<file path="src/rtl/dcr_pkg.sv">
/*
 * Package for the digitizer channel configuration register bank.
 * Holds register offsets, field positions, reset values and timing counts.
 * Assumes a 25 MHz system clock and a classic Wishbone slave with 32-bit data.
 */
package dcr_pkg;

  // ****************************************
  // Clock and timing
  // ****************************************
  localparam int unsigned CLK_HZ           = 25_000_000;
  localparam int unsigned HOLDOFF_US       = 10;
  localparam int unsigned HOLDOFF_CYC      = (HOLDOFF_US * (CLK_HZ / 1_000_000) > 0) ?
                                             HOLDOFF_US * (CLK_HZ / 1_000_000) : 1;
  localparam logic [8:0]  HOLDOFF_CNT      = 9'(HOLDOFF_CYC);

  // ****************************************
  // Register offsets (printed offsets are not multiples of four, so index * 4)
  // ****************************************
  localparam logic [7:0] IDX_SAMPLES_HI    = 8'h18;
  localparam logic [7:0] IDX_SAMPLES_LO    = 8'h1a;
  localparam logic [7:0] IDX_FLASH_ADDR    = 8'h1c;
  localparam logic [7:0] IDX_FLASH_DATA    = 8'h1e;
  localparam logic [7:0] IDX_CAL_SRC       = 8'h20;
  localparam logic [7:0] IDX_CACHE_CNT     = 8'h22;
  localparam logic [7:0] IDX_PAIR_A        = 8'h24;
  localparam logic [7:0] IDX_PAIR_B        = 8'h26;
  localparam logic [7:0] IDX_THRESH1       = 8'h28;
  localparam logic [7:0] IDX_LIMIT_STAT    = 8'h40;

  // ****************************************
  // Field positions and values
  // ****************************************
  localparam logic [4:0]  FLASH_KEY        = 5'h0a;
  localparam int unsigned KEY_LSB          = 11;
  localparam int unsigned CAL_RANGE_BIT    = 15;
  localparam int unsigned CAL_SEL_LSB      = 12;
  localparam int unsigned CHAN_SHORT_BIT   = 3;
  localparam int unsigned CHAN_ROUTE_BIT   = 7;
  localparam logic [2:0]  GAIN_TOP         = 3'h6;
  localparam logic [2:0]  FILT_BYPASS      = 3'h7;
  localparam logic [15:0] RST_VAL          = 16'h0000;

  // ****************************************
  // Carriers
  // ****************************************
  typedef struct packed {
    logic       route;
    logic [2:0] filter;
    logic       ground_tie;
    logic [2:0] gain;
  } dcr_chan_s;

  typedef struct packed {
    logic        range_narrow;
    logic [1:0]  cal_output_select;
    logic [11:0] dac;
  } dcr_cal_s;

  typedef struct packed {
    logic [10:0] addr;
    logic [7:0]  data;
  } dcr_flash_s;

endpackage

</file>
<file path="src/rtl/dcr_regs.sv">
/*
 * Digitizer channel configuration register bank, Wishbone classic slave.
 * Assumes the acquisition core supplies the samples count and first-channel
 * 8-bit corrected samples with a one-cycle valid, all on clk_i.
 */
// Our own choice: the Wishbone interface to the registers.
// Functional notes
// RQ1: Low 16 bits of samples count readable, live.
// RQ2: High 16 bits of samples count readable, live.
// RQ3: Flash address holds 11 bits; bits 15-11 read zero.
// RQ4: Flash write needs key 01010 in bits 15-11, else aborted.
// RQ5: Flash data holds one byte; upper byte reads zero.
// RQ6: Cal source takes 12-bit DAC value and range bit 15.
// RQ7: Bits 13-12 select cal output: source, raw DAC, reference, short.
// RQ8: Cache count taken from low byte; upper byte written zero.
// RQ9: One byte per channel; first channel high byte; reads back.
// RQ10: Bus held off 10 us after each channel register write.
// RQ11: Gain codes 000-110; 111 acts as 110.
// RQ12: Short bit ties inputs to short, else connect bit routes.
// RQ13: Filter code selects cutoff; 111 bypasses filter.
// RQ14: Connect bit 0 front panel, 1 calibration bus.
// RQ15: Second pair register controls channels three and four alike.
// RQ16: Host prefers one 32-bit access for both pair registers; here each pair register is its own word, low 16 bits only.
// RQ17: Threshold is 8-bit signed in 15-8; bits 7-1 read zero.
// RQ18: Bit 0 selects sense: 0 above, 1 below.
// RQ19: Limit flag raised when latest sample crosses threshold.
// RQ20: Compare once per new sample with current register contents.
`timescale 1ns/1ps
module dcr_regs
  import dcr_pkg::*;
(
  input  wire logic        clk_i,
  input  wire logic        rst_i,
  input  wire logic        cyc_i,
  input  wire logic        stb_i,
  input  wire logic        we_i,
  input  wire logic [9:0]  adr_i,
  input  wire logic [3:0]  sel_i,
  input  wire logic [31:0] dat_i,
  output logic      [31:0] dat_o,
  output logic             ack_o,
  input  wire logic [31:0] samples_taken_i,
  input  wire logic [7:0]  ch1_sample_i,
  input  wire logic        ch1_sample_vld_i,
  output dcr_chan_s [3:0]  chan_cfg_o,
  output logic      [3:0]  input_ground_tie_o,
  output logic      [3:0]  input_route_o,
  output logic             chan_load_o,
  output dcr_cal_s         cal_src_o,
  output dcr_flash_s       flash_o,
  output logic             flash_addr_wr_o,
  output logic             flash_data_wr_o,
  output logic      [7:0]  cache_count_o,
  output logic             limit_flag_first_o
);

  // ****************************************
  // Bus decode
  // ****************************************
  logic        req;
  logic        wr;
  logic [7:0]  idx;
  logic [15:0] wdata;
  logic [8:0]  hold_r;
  logic [15:0] rd_nxt;
  logic [15:0] pair_a_r;
  logic [15:0] pair_b_r;
  logic [15:0] thresh_r;
  logic        chan_wr;

  // Word index from byte address; data sits in the low half
  assign idx     = adr_i[9:2];
  assign wdata   = dat_i[15:0];
  assign req     = cyc_i && stb_i && !ack_o;
  assign wr      = req && we_i && (hold_r == 9'h000) && (sel_i[1:0] == 2'b11);
  assign chan_wr = wr && ((idx == IDX_PAIR_A) || (idx == IDX_PAIR_B));

  // Gain code folding, 111 behaves as 110
  function automatic logic [2:0] fold_gain(input logic [2:0] g);
    fold_gain = (g > GAIN_TOP) ? GAIN_TOP : g;
  endfunction

  // Flash key check in bits 15-11
  function automatic logic key_ok(input logic [15:0] w);
    key_ok = (w[15:KEY_LSB] == FLASH_KEY);
  endfunction

  // ****************************************
  // Hold-off and acknowledge
  // ****************************************
  // RQ10: hold-off counter
  always_ff @(posedge clk_i) begin
    if (rst_i) begin
      hold_r <= 9'h000;
    end else if (chan_wr) begin
      hold_r <= HOLDOFF_CNT;
    end else if (hold_r != 9'h000) begin
      hold_r <= hold_r - 9'h001;
    end
  end

  // RQ10: ack withheld while held off
  always_ff @(posedge clk_i) begin
    if (rst_i) begin
      ack_o <= 1'b0;
    end else begin
      ack_o <= req && (hold_r == 9'h000);
    end
  end

  // ****************************************
  // Configuration registers
  // ****************************************
  // RQ9: channel bytes stored as written
  always_ff @(posedge clk_i) begin
    if (rst_i) begin
      pair_a_r <= RST_VAL;
      pair_b_r <= RST_VAL;
    end else if (chan_wr) begin
      if (idx == IDX_PAIR_A) begin
        pair_a_r <= wdata;
      end else begin
        // RQ15: second pair same layout
        pair_b_r <= wdata;
      end
    end
  end

  // Transfer strobe to isolated channel circuitry
  always_ff @(posedge clk_i) begin
    if (rst_i) begin
      chan_load_o <= 1'b0;
    end else begin
      chan_load_o <= chan_wr;
    end
  end

  // Per-channel outputs, first channel in high byte
  always_ff @(posedge clk_i) begin
    if (rst_i) begin
      chan_cfg_o         <= '0;
      input_ground_tie_o <= 4'h0;
      input_route_o      <= 4'h0;
    end else begin
      for (int i = 0; i < 4; i++) begin
        logic [7:0] b;
        b = (i < 2) ? pair_a_r[(1 - i) * 8 +: 8] : pair_b_r[(3 - i) * 8 +: 8];
        // RQ11: gain folded
        chan_cfg_o[i].gain       <= fold_gain(b[2:0]);
        // RQ13: filter code passed, 111 bypass
        chan_cfg_o[i].filter     <= b[6:4];
        chan_cfg_o[i].ground_tie <= b[CHAN_SHORT_BIT];
        chan_cfg_o[i].route      <= b[CHAN_ROUTE_BIT];
        // RQ12: short overrides routing
        input_ground_tie_o[i]    <= b[CHAN_SHORT_BIT];
        // RQ14: route 0 panel, 1 cal bus
        input_route_o[i]         <= b[CHAN_ROUTE_BIT] && !b[CHAN_SHORT_BIT];
      end
    end
  end

  // RQ6: cal source register
  always_ff @(posedge clk_i) begin
    if (rst_i) begin
      cal_src_o <= '0;
    end else if (wr && (idx == IDX_CAL_SRC)) begin
      cal_src_o.dac               <= wdata[11:0];
      cal_src_o.range_narrow      <= wdata[CAL_RANGE_BIT];
      // RQ7: output select bits 13-12
      cal_src_o.cal_output_select <= wdata[CAL_SEL_LSB +: 2];
    end
  end

  // RQ8: cache count from low byte
  always_ff @(posedge clk_i) begin
    if (rst_i) begin
      cache_count_o <= 8'h00;
    end else if (wr && (idx == IDX_CACHE_CNT)) begin
      cache_count_o <= wdata[7:0];
    end
  end

  // RQ4: flash writes taken only with key
  always_ff @(posedge clk_i) begin
    if (rst_i) begin
      flash_o         <= '0;
      flash_addr_wr_o <= 1'b0;
      flash_data_wr_o <= 1'b0;
    end else begin
      flash_addr_wr_o <= wr && (idx == IDX_FLASH_ADDR) && key_ok(wdata);
      flash_data_wr_o <= wr && (idx == IDX_FLASH_DATA) && key_ok(wdata);
      if (wr && (idx == IDX_FLASH_ADDR) && key_ok(wdata)) begin
        // RQ3: 11-bit address
        flash_o.addr <= wdata[10:0];
      end
      if (wr && (idx == IDX_FLASH_DATA) && key_ok(wdata)) begin
        // RQ5: one data byte
        flash_o.data <= wdata[7:0];
      end
    end
  end

  // RQ17: threshold and sense bit stored
  always_ff @(posedge clk_i) begin
    if (rst_i) begin
      thresh_r <= RST_VAL;
    end else if (wr && (idx == IDX_THRESH1)) begin
      thresh_r <= {wdata[15:8], 7'h00, wdata[0]};
    end
  end

  // ****************************************
  // Limit compare
  // ****************************************
  // RQ20: once per sample, current threshold
  always_ff @(posedge clk_i) begin
    if (rst_i) begin
      limit_flag_first_o <= 1'b0;
    end else if (ch1_sample_vld_i) begin
      // RQ18: sense bit selects direction
      // RQ19: flag on crossing
      if (thresh_r[0]) begin
        limit_flag_first_o <= $signed(ch1_sample_i) < $signed(thresh_r[15:8]);
      end else begin
        limit_flag_first_o <= $signed(ch1_sample_i) > $signed(thresh_r[15:8]);
      end
    end
  end

  // ****************************************
  // Read path
  // ****************************************
  // Read mux; write-only and unmapped read zero
  always_comb begin
    rd_nxt = 16'h0000;
    unique case (idx)
      // RQ2: high count word
      IDX_SAMPLES_HI: rd_nxt = samples_taken_i[31:16];
      // RQ1: low count word
      IDX_SAMPLES_LO: rd_nxt = samples_taken_i[15:0];
      IDX_FLASH_ADDR: rd_nxt = {5'h00, flash_o.addr};
      IDX_FLASH_DATA: rd_nxt = {8'h00, flash_o.data};
      IDX_PAIR_A:     rd_nxt = pair_a_r;
      IDX_PAIR_B:     rd_nxt = pair_b_r;
      IDX_THRESH1:    rd_nxt = thresh_r;
      IDX_LIMIT_STAT: rd_nxt = {15'h0000, limit_flag_first_o};
      default:        rd_nxt = 16'h0000;
    endcase
  end

  // Read data register
  always_ff @(posedge clk_i) begin
    if (rst_i) begin
      dat_o <= 32'h0000_0000;
    end else if (req && !we_i) begin
      dat_o <= {16'h0000, rd_nxt};
    end
  end

  // ****************************************
  // Checks
  // ****************************************
  hold_ack_a: assert property (@(posedge clk_i) disable iff (rst_i) // RQ10
    chan_wr |=> ack_o ##1 !ack_o [*8])
    else $error("ack during channel hold-off");

  hold_len_a: assert property (@(posedge clk_i) disable iff (rst_i) // RQ10
    chan_wr |=> hold_r == HOLDOFF_CNT)
    else $error("hold-off count wrong");

  key_abort_a: assert property (@(posedge clk_i) disable iff (rst_i) // RQ4
    (wr && idx == IDX_FLASH_ADDR && !key_ok(wdata)) |=> !flash_addr_wr_o && $stable(flash_o.addr))
    else $error("flash write without key");

  gain_fold_a: assert property (@(posedge clk_i) disable iff (rst_i) // RQ11
    chan_cfg_o[0].gain != 3'h7)
    else $error("gain code 111 not folded");

  route_tie_a: assert property (@(posedge clk_i) disable iff (rst_i) // RQ12
    !(input_route_o[1] && input_ground_tie_o[1]))
    else $error("route active while shorted");

  thr_zero_a: assert property (@(posedge clk_i) disable iff (rst_i) // RQ17
    thresh_r[7:1] == 7'h00)
    else $error("threshold reserved bits set");

  sense_above_a: assert property (@(posedge clk_i) disable iff (rst_i) // RQ18
    (ch1_sample_vld_i && !thresh_r[0] && $signed(ch1_sample_i) > $signed(thresh_r[15:8]))
    |=> limit_flag_first_o)
    else $error("above-limit sample not flagged");

  sense_below_a: assert property (@(posedge clk_i) disable iff (rst_i) // RQ19
    (ch1_sample_vld_i && thresh_r[0] && $signed(ch1_sample_i) >= $signed(thresh_r[15:8]))
    |=> !limit_flag_first_o)
    else $error("below sense flagged wrongly");

  cal_sel_a: assert property (@(posedge clk_i) disable iff (rst_i) // RQ7
    (wr && idx == IDX_CAL_SRC) |=> cal_src_o.cal_output_select == $past(wdata[13:12]))
    else $error("cal output select not taken");

  cache_a: assert property (@(posedge clk_i) disable iff (rst_i) // RQ8
    (wr && idx == IDX_CACHE_CNT) |=> cache_count_o == $past(wdata[7:0]))
    else $error("cache count not taken");

  hold_stall_a: assert property (@(posedge clk_i) disable iff (rst_i) // RQ10
    (hold_r != 9'h000) |=> !ack_o)
    else $error("ack given while held off");

  hold_step_a: assert property (@(posedge clk_i) disable iff (rst_i) // RQ10
    (hold_r != 9'h000) |=> hold_r == $past(hold_r) - 9'h001)
    else $error("hold-off count not stepping down");

  load_pulse_a: assert property (@(posedge clk_i) disable iff (rst_i) // RQ10
    chan_wr |=> chan_load_o ##1 !chan_load_o)
    else $error("channel load strobe missing");

  key_data_a: assert property (@(posedge clk_i) disable iff (rst_i) // RQ4
    (wr && idx == IDX_FLASH_DATA && !key_ok(wdata))
    |=> !flash_data_wr_o && $stable(flash_o.data))
    else $error("flash data write without key");

  key_strobe_a: assert property (@(posedge clk_i) disable iff (rst_i) // RQ4
    (flash_addr_wr_o || flash_data_wr_o) |-> $past(wr && key_ok(wdata)))
    else $error("flash strobe without key");

  addr_hi_a: assert property (@(posedge clk_i) disable iff (rst_i) // RQ3
    (req && !we_i && idx == IDX_FLASH_ADDR) |=> dat_o[15:11] == 5'h00)
    else $error("flash address upper bits not zero");

  data_hi_a: assert property (@(posedge clk_i) disable iff (rst_i) // RQ5
    (req && !we_i && idx == IDX_FLASH_DATA) |=> dat_o[15:8] == 8'h00)
    else $error("flash data upper byte not zero");

  gain_all_a: assert property (@(posedge clk_i) disable iff (rst_i) // RQ11
    chan_cfg_o[1].gain != 3'h7 && chan_cfg_o[2].gain != 3'h7 && chan_cfg_o[3].gain != 3'h7)
    else $error("gain code 111 not folded");

  route_all_a: assert property (@(posedge clk_i) disable iff (rst_i) // RQ12
    (input_route_o & input_ground_tie_o) == 4'h0)
    else $error("a shorted channel is routed");

  route_follow_a: assert property (@(posedge clk_i) disable iff (rst_i) // RQ14
    !input_ground_tie_o[0] |-> input_route_o[0] == chan_cfg_o[0].route)
    else $error("route does not follow connect bit");

  sense_lt_a: assert property (@(posedge clk_i) disable iff (rst_i) // RQ18
    (ch1_sample_vld_i && thresh_r[0] && $signed(ch1_sample_i) < $signed(thresh_r[15:8]))
    |=> limit_flag_first_o)
    else $error("below-limit sample not flagged");

  sense_le_a: assert property (@(posedge clk_i) disable iff (rst_i) // RQ19
    (ch1_sample_vld_i && !thresh_r[0] && $signed(ch1_sample_i) <= $signed(thresh_r[15:8]))
    |=> !limit_flag_first_o)
    else $error("above sense flagged wrongly");

  flag_hold_a: assert property (@(posedge clk_i) disable iff (rst_i) // RQ20
    !ch1_sample_vld_i |=> $stable(limit_flag_first_o))
    else $error("limit flag moved without a sample");

  thr_sense_a: assert property (@(posedge clk_i) disable iff (rst_i) // RQ18
    (wr && idx == IDX_THRESH1) |=> thresh_r[0] == $past(wdata[0]))
    else $error("compare sense bit not taken");

  thr_data_a: assert property (@(posedge clk_i) disable iff (rst_i) // RQ17
    (wr && idx == IDX_THRESH1) |=> thresh_r[15:8] == $past(wdata[15:8]))
    else $error("threshold limit not taken");

  cal_dac_a: assert property (@(posedge clk_i) disable iff (rst_i) // RQ6
    (wr && idx == IDX_CAL_SRC) |=> cal_src_o.dac == $past(wdata[11:0]))
    else $error("cal DAC value not taken");

  count_lo_a: assert property (@(posedge clk_i) disable iff (rst_i) // RQ1
    (req && !we_i && idx == IDX_SAMPLES_LO) |=> dat_o[15:0] == $past(samples_taken_i[15:0]))
    else $error("low count word wrong");

  count_hi_a: assert property (@(posedge clk_i) disable iff (rst_i) // RQ2
    (req && !we_i && idx == IDX_SAMPLES_HI) |=> dat_o[15:0] == $past(samples_taken_i[31:16]))
    else $error("high count word wrong");

endmodule

</file>
<file path="config.mk">
export PLATFORM = sky130hd
export DESIGN_NAME = dcr_regs
export DESIGN_NICKNAME = d
export VERILOG_FILES = /design/src/rtl/dcr_pkg.sv /design/src/rtl/dcr_regs.sv
export SDC_FILE = /design/constraint.sdc
export NUM_CORES = 1
export LEC_CHECK = 0
export CAP_MARGIN = 40
export CORE_AREA = 2 2 172 90
export CTS_CLUSTER_DIAMETER = 60
export CTS_CLUSTER_SIZE = 10
export DETAILED_ROUTE_END_ITERATION = 16
export DIE_AREA = 0 0 174 92
export DONT_BUFFER_PORTS = 1
export MAX_ROUTING_LAYER = met4
export PLACE_DENSITY = 0.7
export SYNTH_ARGS = -nofsm -noshare
export SYNTH_HDL_FRONTEND = slang
export SYNTH_SLANG_ARGS = --single-unit
export TNS_END_PERCENT = 20
</file>
<file path="constraint.sdc">
create_clock -name clk_i -period 3 [get_ports clk_i]
set_input_delay 0.3 -clock clk_i [delete_from_list [all_inputs] [get_ports clk_i]]
set_output_delay 0.3 -clock clk_i [all_outputs]
set_load 0.01 [all_outputs]
</file>
==> After elaboration in Yosys (flattened, before gate mapping) <==
Index checks and enable logic that the tools add are counted.
W data, S select, Z words.
{ "op_classes": {"magnitude_cmp": 6, "n_addsub": 1, "bitwise": 1, "muxes": 8, "n_eq_ne": 12, "reduce_logical": 36} }
{ "ops": {"columns": ["operator", "count"], "rows": [
  ["$pmux W16 S8", 1],
  ["$eq A8 B6 Y1 const B", 5],
  ["$eq A8 B5 Y1 const B", 4],
  ["$logic_and A1 B1 Y1", 19],
  ["$mux W8", 2],
  ["$gt A3 B3 Y1 const B", 4],
  ["$mux W3", 4],
  ["$reduce_or A2 Y1", 5],
  ["$logic_not A9 Y1", 1],
  ["$reduce_bool A9 Y1", 1],
  ["$sub A9 B1 Y9 const B", 1],
  ["$eq A8 B7 Y1 const B", 1],
  ["$gt A8 B8 Y1", 1],
  ["$lt A8 B8 Y1", 1],
  ["$logic_not A1 Y1", 6],
  ["$eq A5 B4 Y1 const B", 1],
  ["$reduce_and A2 Y1", 2],
  ["$eq A2 B2 Y1 const B", 1],
  ["$reduce_bool A2 Y1", 1],
  ["$logic_or A1 B1 Y1", 1],
  ["$mux W1", 1],
  ["$not A1 Y1", 1]
]} }
{ "word_totals": {"register_bits": 153, "word_cells": 103, "out_inout_bits": 119, "inputBits": 92} }

==> Logic depth before layout (Yosys ltp) <==
Gate-level depths: netlist of run 1.
{ "logic_depth": {"depth_word": 7, "mapped_depth": 10, "depth_no_buf": 7} }

==> Worst setup path after synthesis of run 1 <==
OpenSTA, ideal clock, no wires.
{ "synth_path": {"path_kind": "reg2reg", "from": "register hold_r[0]", "to": "register cache_count_o[0]", "path_stages_with_launch": 8, "t_required_ns": 2.872, "n_path_buf": 0, "path_slack_ns": 0.896, "arrival_time_ns": 1.976, "path_cell_list": "dfxtp_1 inv_1 ha_1 nor3b_1 nand3_1 nor3_2 mux2i_1 nor2_1"} }
{ "synth_via": {"elab_chain_len": 4} }
{ "synth_lines": {"columns": ["item", "line_no", "text"], "rows": [
  ["start: declaration", "dcr_regs.sv:64", "logic [8:0] hold_r;"],
  ["start signal: assignment", "dcr_regs.sv:98", "hold_r <= hold_r - 9'h001;"],
  ["$logic_not A9 Y1", "dcr_regs.sv:75", "assign wr = req && we_i && (hold_r == 9'h000) && (sel_i[1:0] == 2'b11);"],
  ["$logic_and A1 B1 Y1 (2 in a row)", "dcr_regs.sv:75", null],
  ["$logic_and A1 B1 Y1", "dcr_regs.sv:178", "end else if (wr && (idx == IDX_CACHE_CNT)) begin"],
  ["end signal: assignment", "dcr_regs.sv:179", "cache_count_o <= wdata[7:0];"],
  ["end: declaration", "dcr_regs.sv:53", "output logic [7:0] cache_count_o,"]
]} }
No other way between the ends.
A chain may end at the register's enable or synchronous reset.

==> Worst setup path after layout of run 1 <==
{ "layout_path": {"from": "register hold_r[0]", "to": "register cal_src_o[0] (netlist bit)"} }
{ "layout_via": {"elab_chain_len": 4} }
{ "layout_lines": {"columns": ["item", "line_no", "text"], "rows": [
  ["$logic_not A9 Y1", "dcr_regs.sv:75", null],
  ["$logic_and A1 B1 Y1 (2 in a row)", "dcr_regs.sv:75", null],
  ["$logic_and A1 B1 Y1", "dcr_regs.sv:166", "end else if (wr && (idx == IDX_CAL_SRC)) begin"],
  ["end: declaration", "dcr_regs.sv:49", "output dcr_cal_s cal_src_o,"]
]} }
No other way between the ends.

==> results of run 1 <==
-- flip-flops by register name (all words and copies together) (netlist names) --
name                flops
ack_o                   1
cache_count_o           8
cal_src_o              15
chan_cfg_o             29
chan_load_o             1
dat_o                  16
flash_addr_wr_o         1
flash_data_wr_o         1
flash_o                19
hold_r                  9
input_ground_tie_o      3
input_route_o           4
limit_flag_first_o      1
pair_a_r               16
pair_b_r               16
thresh_r                9
-- worst max-delay path: stages (launching register included) --
cell and delay [ns]:
dfxtp_1 0.32, inv_1 0.10, ha_1 0.22, nor3b_1 0.35, and3_1 0.43, and4_1 0.65
nand2_1 0.13, a21oi_1 0.19
-- worst max path at each step --
stage                                     to  cells past startpoint
6_report           cal_src_o[0]$_SDFFE_PP0P_                      7
5_1_grt            cal_src_o[0]$_SDFFE_PP0P_                      7
3_5_place_dp       cal_src_o[0]$_SDFFE_PP0P_                      7
3_3_place_gp          chan_load_o$_SDFF_PP0_                      6
2_1_floorplan  cache_count_o[0]$_SDFFE_PP0P_                      7
4_1_cts            cal_src_o[0]$_SDFFE_PP0P_                      7
-- layer usage --
layer | wire length [um] | share of wire [%] | up-vias
met3 | 2214 | 11 | 20
met2 | 7559 | 39 | 267
met5 | 0 | 0 | -
met1 | 9597 | 49 | 2446
met4 | 155 | 0.79 | 0
li1 | - | - | 2350
-- synthesized netlist by cell type, types with 2 or more instances --
master     instances  area [um2]
dfxtp_1          149        2983
mux2i_1           84       840.8
nor2_1            82       307.8
nand2_1           48       180.2
a21oi_1           34       170.2
nor2b_1           32       200.2
clkbuf_1          28       105.1
nor3_1            21       105.1
buf_4             20       150.1
inv_1             20       75.07
a211oi_1          17       127.6
nand3_1           13       65.06
nand2b_1          11       68.82
a22o_1            10       87.58
a32o_1            10       100.1
ha_1               9       112.6
buf_2              7       35.03
o2bb2ai_1          7       61.31
a221o_1            6       60.06
nand4_1            6       37.54
a311oi_1           5       43.79
o21ai_0            5       25.02
and4_1             4       35.03
a222oi_1           3       30.03
buf_6              3       33.78
nor3b_1            3       22.52
or2_2              3       18.77
or3_1              3       18.77
a21o_1             2       15.01
a22oi_1            2       15.01
and3_1             2       12.51
nor3_4             2       32.53
nor4_1             2       12.51
nor4b_2            2       30.03
xnor2_1            2       17.52
-- power breakdown --
part | switching [mW] | internal (mW) | leakage (nW) | total [mW]
clock network | 0.872 | 1.43 | 0.309 | 2.30
registers | 0.0361 | 2.02 | 1.20 | 2.05
logic | 0.277 | 0.168 | 1.50 | 0.445
total | 1.18 | 3.61 | 3.01 | 4.80
-- per-stage QoR --
stage / setup WS, ns / hold slack, ns / util (%)
2_1_floorplan: 0.8964 / 0.4203 / -
3_3_place_gp: 0.7248 / 0.3880 / 44.20
3_5_place_dp: 0.5725 / 0.3860 / 44.20
4_1_cts: 0.5518 / 0.002073 / 48.78
5_1_grt: 0.3084 / 0.006503 / 48.78
6_report: 0.5337 / 0.02021 / 48.78
-- layout make-up --
cell class / instances / share of cell area (%)
flip-flops and latches: 149 / 41.50
multi-input cells: 465 / 43.05
repair buffers: 16 / 1.985
clock buffers: 19 / 6.163
clock inverters: 13 / 2.698
inverters: 20 / 1.045
well taps: 204 / 3.552
-- cell families after synthesis --
logic type,synth area share (%)
buf+inv,6.272
flops,46.44
mux,13.26
compound gates,12.43
xor+xnor,0.4091
simple gates,19.38
fa+ha+maj,1.753
other cells,0.05838
==> impl_metrics.toml, run 1 <==
[critical_path]
endpoint_kind = "flip-flop"
regToRegSetupSlack_ns = 0.53
start_kind = "flip-flop"
startpoint = "hold_r[0]$_SDFFE_PP0P_"
ff2ff_path_depth = 7
crit_type = "reg -> reg"
timing.rr.start = "hold_r[0]$_SDFFE_PP0P_"
rr_endpoint = "cal_src_o[0]$_SDFFE_PP0P_"
crit_required_ns = 3.33
cp_max_fo = 15
worstPathArrival_ns = 2.80

[layout]
synthToLayoutAreaGrowth_pct = 11.88
drive_above_1_share_pct = 8.651
final_cell_mix = "dfxtp_1 (149), mux2i_1 (84), nor2_1 (82)"
register_area_mm2 = 0.002983
postLayoutCellArea_mm2 = 0.007187
multi_input_area_mm2 = 0.003094
mostFrequentLayoutCell = "dfxtp_1"
nets = 770
nFillCells = 1378
antenna_cells = 0
fin_cells = 886

[floorplanning]
placementRows = 32
fp.dieArea_mm2 = 0.01601
fp.dieW_um = 174
die_y_um = 92
ioPinCount = 211
initial_core_util_pct = 43.60
core-area_mm2 = 0.01473

[clocking]
ctsResizeCount = 0
cts_sinks = 149
clockBufferDepth = 2
cts_tree = "done"
cts_setup_buffers = 0
htreeDepth = 4
clock_latency_ns = 0.41
cts_hold_buf = 2
numCtsBuffers = 17
root_buffer = "clkbuf_16"
clk_pin_slew_ns = 0.06

[global_routing]
antenna_found_initial = 0
grt_overflow = 0
top_usage_layer = "met1"
grt_max_degree = 129
grt.met3_usage_pct = 9.080
grt_pass1_wl_um = 29510
gr-usage-met2_pct = 32.57
met1_usage_pct = 36.72
grt_usage_pct = 25.15
grt_pass1_vias = 4921

[sta]
tightest_slew_ns = 0.6104
max_freq_ghz = 0.4055
skew_ns = 0.01257
hold_violations = 0
fin_setup_tns_ns = 0
fin_crit_sh_pct = 82.21
slew-limit-headroom_pct = 59.31
drv_slew = 0
period_minus_slack_ns = 2.466
rsz0062_at_grt = "false"
setup_viol = 0

[placed_design]
dpl.cell_count = 852
hpwl_um = 14360
place.gp.congestion = 0.9607
port_buffers = 0
place_area_mm2 = 0.006513

[drt]
drt-vias-per-instance = 5.737
num_vias = 5083
drtIter0Drc = 439
ant_nets = 0
wl_um = 19530
dr.pass1.iters = 5
wl_per_cell_um = 22.04
route.detailed.drc = 0

[synthesis]
synth_ff_type = "dfxtp_1"
syn_area_mm2 = 0.006424
ys_warn_count = 0
synth_edf_count = 0
synth_cell_types = 56
synth.yosys.seq_area_share_pct = 46.44
ys_ff_latch = 149
synth.avg_cell_area_um2 = 9.474
syn_inst = 678
synthArstFlopShare_pct = 0

[worst_hold_path]
hold_depth = 2
holdPathEnd = "cal_src_o[2]$_SDFFE_PP0P_"
worstHoldStart = "dat_i[2]"
hp-class = "in -> reg"

[status]
status = "finished, final reports clean"

[power_and_ir_drop]
p_leak_nw = 3.013
vdd_drop_max_v = 0.0003831
finalPower_mw = 4.799
powerDensity_mw_per_mm2 = 667.8

[job]
drv_cap = 0
No activity file was read; power rests on OpenSTA's default activity.
==> run 2: changes to the inputs <==
--- a/config.mk
+++ b/config.mk
@@ -5,15 +5,16 @@
 export SDC_FILE = /design/constraint.sdc
 export NUM_CORES = 1
 export LEC_CHECK = 0
+export ABC_AREA = 1
 export CAP_MARGIN = 40
-export CORE_AREA = 2 2 172 90
+export CORE_AREA = 2 2 173 90
 export CTS_CLUSTER_DIAMETER = 60
 export CTS_CLUSTER_SIZE = 10
 export DETAILED_ROUTE_END_ITERATION = 16
-export DIE_AREA = 0 0 174 92
+export DIE_AREA = 0 0 175 92
 export DONT_BUFFER_PORTS = 1
 export MAX_ROUTING_LAYER = met4
-export PLACE_DENSITY = 0.7
+export PLACE_DENSITY = 0.72
 export SYNTH_ARGS = -nofsm -noshare
 export SYNTH_HDL_FRONTEND = slang
 export SYNTH_SLANG_ARGS = --single-unit
==> constraint.sdc (replaced) <==
create_clock -name clk_i -period 2.15 [get_ports clk_i]
set_input_delay 0.215 -clock clk_i [delete_from_list [all_inputs] [get_ports clk_i]]
set_output_delay 0.215 -clock clk_i [all_outputs]
set_load 0.01 [all_outputs]
==> run 2 against run 1 <==
Effect of this change:
- the flow now finishes with violations (hold timing)
- synthesized cell count grew 32%
- sequential cell count unchanged
- critical path depth grew 7
- register-to-register slack got worse by 0.49 ns
- sequential share of layout area is 2.4 points lower
- first-iteration DRC count is 0.23% higher
- core utilization increased by 2.6 points
- setup slack worse by 0.49 ns
- routed wire length grew 6.0%
- sequential power is 40% higher
- final area increased by 6.2%
- critical endpoint is now pair_b_r[7]$_SDFFE_PP0P_
- largest power group unchanged
==> impl_metrics.toml, run 2 <==
[sta]
setup_slack_ns = 0.04608
slew-limit-headroom_pct = 46.92
period_minus_slack_ns = 2.104
max_freq_ghz = 0.4753
skew_ns = 0.01180
tightest_slew_ns = 0.7953
hold_violations = 3
setup_viol = 0
whs_ns = -0.005777
fin_crit_sh_pct = 97.86
drv_slew = 0

[global_routing]
grt_pass1_vias = 5331
grt_overflow = 0
grt_usage_pct = 26.19
grt_max_degree = 70
grt_pass1_wl_um = 30620
antenna_found_initial = 0

[critical_path]
crit_chain = "inv_1, ha_4, inv_1, nor2_2, nand2_2, nor2_4, nand4_4, nor2_4, buf_12, nand2_4, buf_6, nor2_4, nor2_1, nor2_1"
crit_buf_inv = 4
crit_family = "simple AND/OR/NAND/NOR gates"
worstSetupPathDepth = 14
crit_type = "reg -> reg"
endpoint_kind = "flip-flop"
crit_required_ns = 2.51
regToRegSetupSlack_ns = 0.05
crit_slowest_cell = "dfxtp_1"
ff2ff_path_depth = 14
slowest_delay_ns = 0.34
worstPathArrival_ns = 2.46
timing.rr.start = "hold_r[1]$_SDFFE_PP0P_"
startpoint = "hold_r[1]$_SDFFE_PP0P_"
start_kind = "flip-flop"
endpoint = "pair_b_r[7]$_SDFFE_PP0P_"
timing.critical_path.mode_cell = "nor2_4"
rr_endpoint = "pair_b_r[7]$_SDFFE_PP0P_"
cp_max_fo = 8

[floorplanning]
fp.dieArea_mm2 = 0.01610
ioPinCount = 211
initial_core_util_pct = 43.65
fp.dieW_um = 175
die_y_um = 92
placementRows = 32
core-area_mm2 = 0.01485

[clocking]
cts_tree = "done"
htreeDepth = 4
cts_sinks = 149
clk_pin_slew_ns = 0.07
clock_latency_ns = 0.42
numCtsBuffers = 17
root_buffer = "clkbuf_16"
clockBufferDepth = 2

[layout]
final_cell_mix = "nor2_1 (193), nand2_1 (175), dfxtp_1 (149)"
nets = 1032
fin_cells = 1148
regMostFlops = "chan_cfg_o"
post-route-util_pct = 51.39
mostFrequentLayoutCell = "nor2_1"
antenna_cells = 0
largest_register_ffs = 29
multi_input_area_mm2 = 0.002985
reg.largest.list = "chan_cfg_o: 29 flops, flash_o: 19 flops"
register_area_mm2 = 0.002983
drive_above_1_share_pct = 11.02
nFillCells = 1451
synthToLayoutAreaGrowth_pct = 17.73

[placed_design]
place.gp.congestion = 0.9036
dpl.cell_count = 1087
hpwl_um = 14810
port_buffers = 0
dpl_worst_slack_ns = 0.05438

[synthesis]
synthArstFlopShare_pct = 0
synth_area_leaders = "dfxtp_1 (46%), nor2_1 (11%), nand2_1 (10%)"
synth.yosys.seq_area_share_pct = 46.01
synth_top_area_share_pct = 46.01
ys_ff_latch = 149
synth.most_common_cell = "nor2_1"
synth_ff_type = "dfxtp_1"
syn_inst = 896
synth_cell_types = 39
syn_area_mm2 = 0.006484
synth.avg_cell_area_um2 = 7.236
ys_top_cells_by_count = "nor2_1 (193), nand2_1 (178), dfxtp_1 (149)"
synth_edf_count = 0
ys_warn_count = 0
yosysTopAreaCell = "dfxtp_1"

[drt]
route.detailed.drc = 0
num_vias = 5960
drt-vias-per-instance = 5.192
wl_um = 20700
wl_per_cell_um = 18.03
ant_nets = 0
drtIter0Drc = 440
dr.pass1.iters = 5

[worst_hold_path]
hp-class = "in -> reg"
worstHoldStart = "adr_i[3]"

[power_and_ir_drop]
powerDensity_mw_per_mm2 = 849.7
finalPower_mw = 6.486
vdd_drop_max_v = 0.0004875
p_leak_nw = 3.086

[status]
violations = "hold timing"
status = "complete, but fails checks"

[job]
drv_cap = 0
-- run 2: cell types whose count changed after synthesis, sizes merged, moves of 8 or more --
cell    before  now
o211ai       0    9
nor3        24   16
nand2       48  184
a32o        10    0
nor2        83  203
nor2b       32    0
a211oi      17    3
o21ai        5   63
mux2i       84    0
inv         20   82
a22o        10    0
nand2b      11    0
nand3       14   60
-- run 2: cell type report --
class / count / area share (%)
inverters: 84 / 4.147
multi-input cells: 625 / 39.11
repair buffers: 54 / 6.835
clock inverters: 15 / 1.918
clock buffers: 17 / 5.573
well taps: 204 / 3.344
flip-flops and latches: 149 / 39.08
-- run 2: where the power goes --
group          switching [mW]  internal (mW)
sequential             0.0476           2.81
combinational           0.442          0.288
clock                    1.27           1.62
-- run 2: repair_timing --
item | 4_1_cts | 5_1_grt
hold buffers | 20 | 0
resized for setup | 0 | 14
endpoints found under the setup margin | 0 | 81
setup buffers | 0 | 7
hold endpoints to repair | 106 | 0
-- run 2: worst min-delay path by stage --
stage | endpoint | depth (start not counted) | slack [ns]
after floorplan | cal_src_o[10]$_SDFFE_PP0P_ | 2 | 0.36
after global placement | hold_r[3]$_SDFFE_PP0P_ | 1 | 0.29
after detailed placement | dat_o[7]$_SDFFE_PP0P_ | 1 | 0.30
after CTS | pair_b_r[0]$_SDFFE_PP0P_ | 4 | 0.0006
after global routing | pair_a_r[4]$_SDFFE_PP0P_ | 3 | 0.005
final | pair_a_r[15]$_SDFFE_PP0P_ | 3 | -0.006
-- run 2: worst register-to-register path, cell delays in order (launching register included) --
cell	delay [ns]
dfxtp_1	0.34
inv_1	0.10
ha_4	0.14
inv_1	0.05
nor2_2	0.16
nand2_2	0.09
nor2_4	0.14
nand4_4	0.10
nor2_4	0.14
buf_12	0.14
nand2_4	0.09
buf_6	0.15
nor2_4	0.25
nor2_1	0.07
nor2_1	0.10
-- run 2: layer usage --
layer | routed length, um | global-route usage (%) | up-vias
met5 | 0 | - | -
met4 | 208 | 5.833 | 0
met3 | 2446 | 9.867 | 25
met2 | 8314 | 35.84 | 267
met1 | 9729 | 36.36 | 2781
li1 | - | - | 2887
-- run 2: stage by stage --
stage,area (um2),hold slack (ns),TNS [ns]
after CTS,7487,0.0006023,0
after global placement,6698,0.2944,0
after global routing,7634,0.004932,-0.8267
after detailed placement,6698,0.2957,0
after floorplan,6540,0.3638,0
final,7634,-0.005777,0
-- run 2: kinds of logic (layout without fill, tap and decap cells) --
family	count (synthesis)	after routing	synth area share (%)
XOR/XNOR	3	3	0.4053
flip-flops	149	149	46.01
AND/OR/NAND/NOR	471	473	31.57
adder cells (fa/ha/maj)	9	9	1.737
other	1	16	0.05784
buffers and inverters	139	170	9.880
AO/OA/AOI/OAI	124	124	10.34
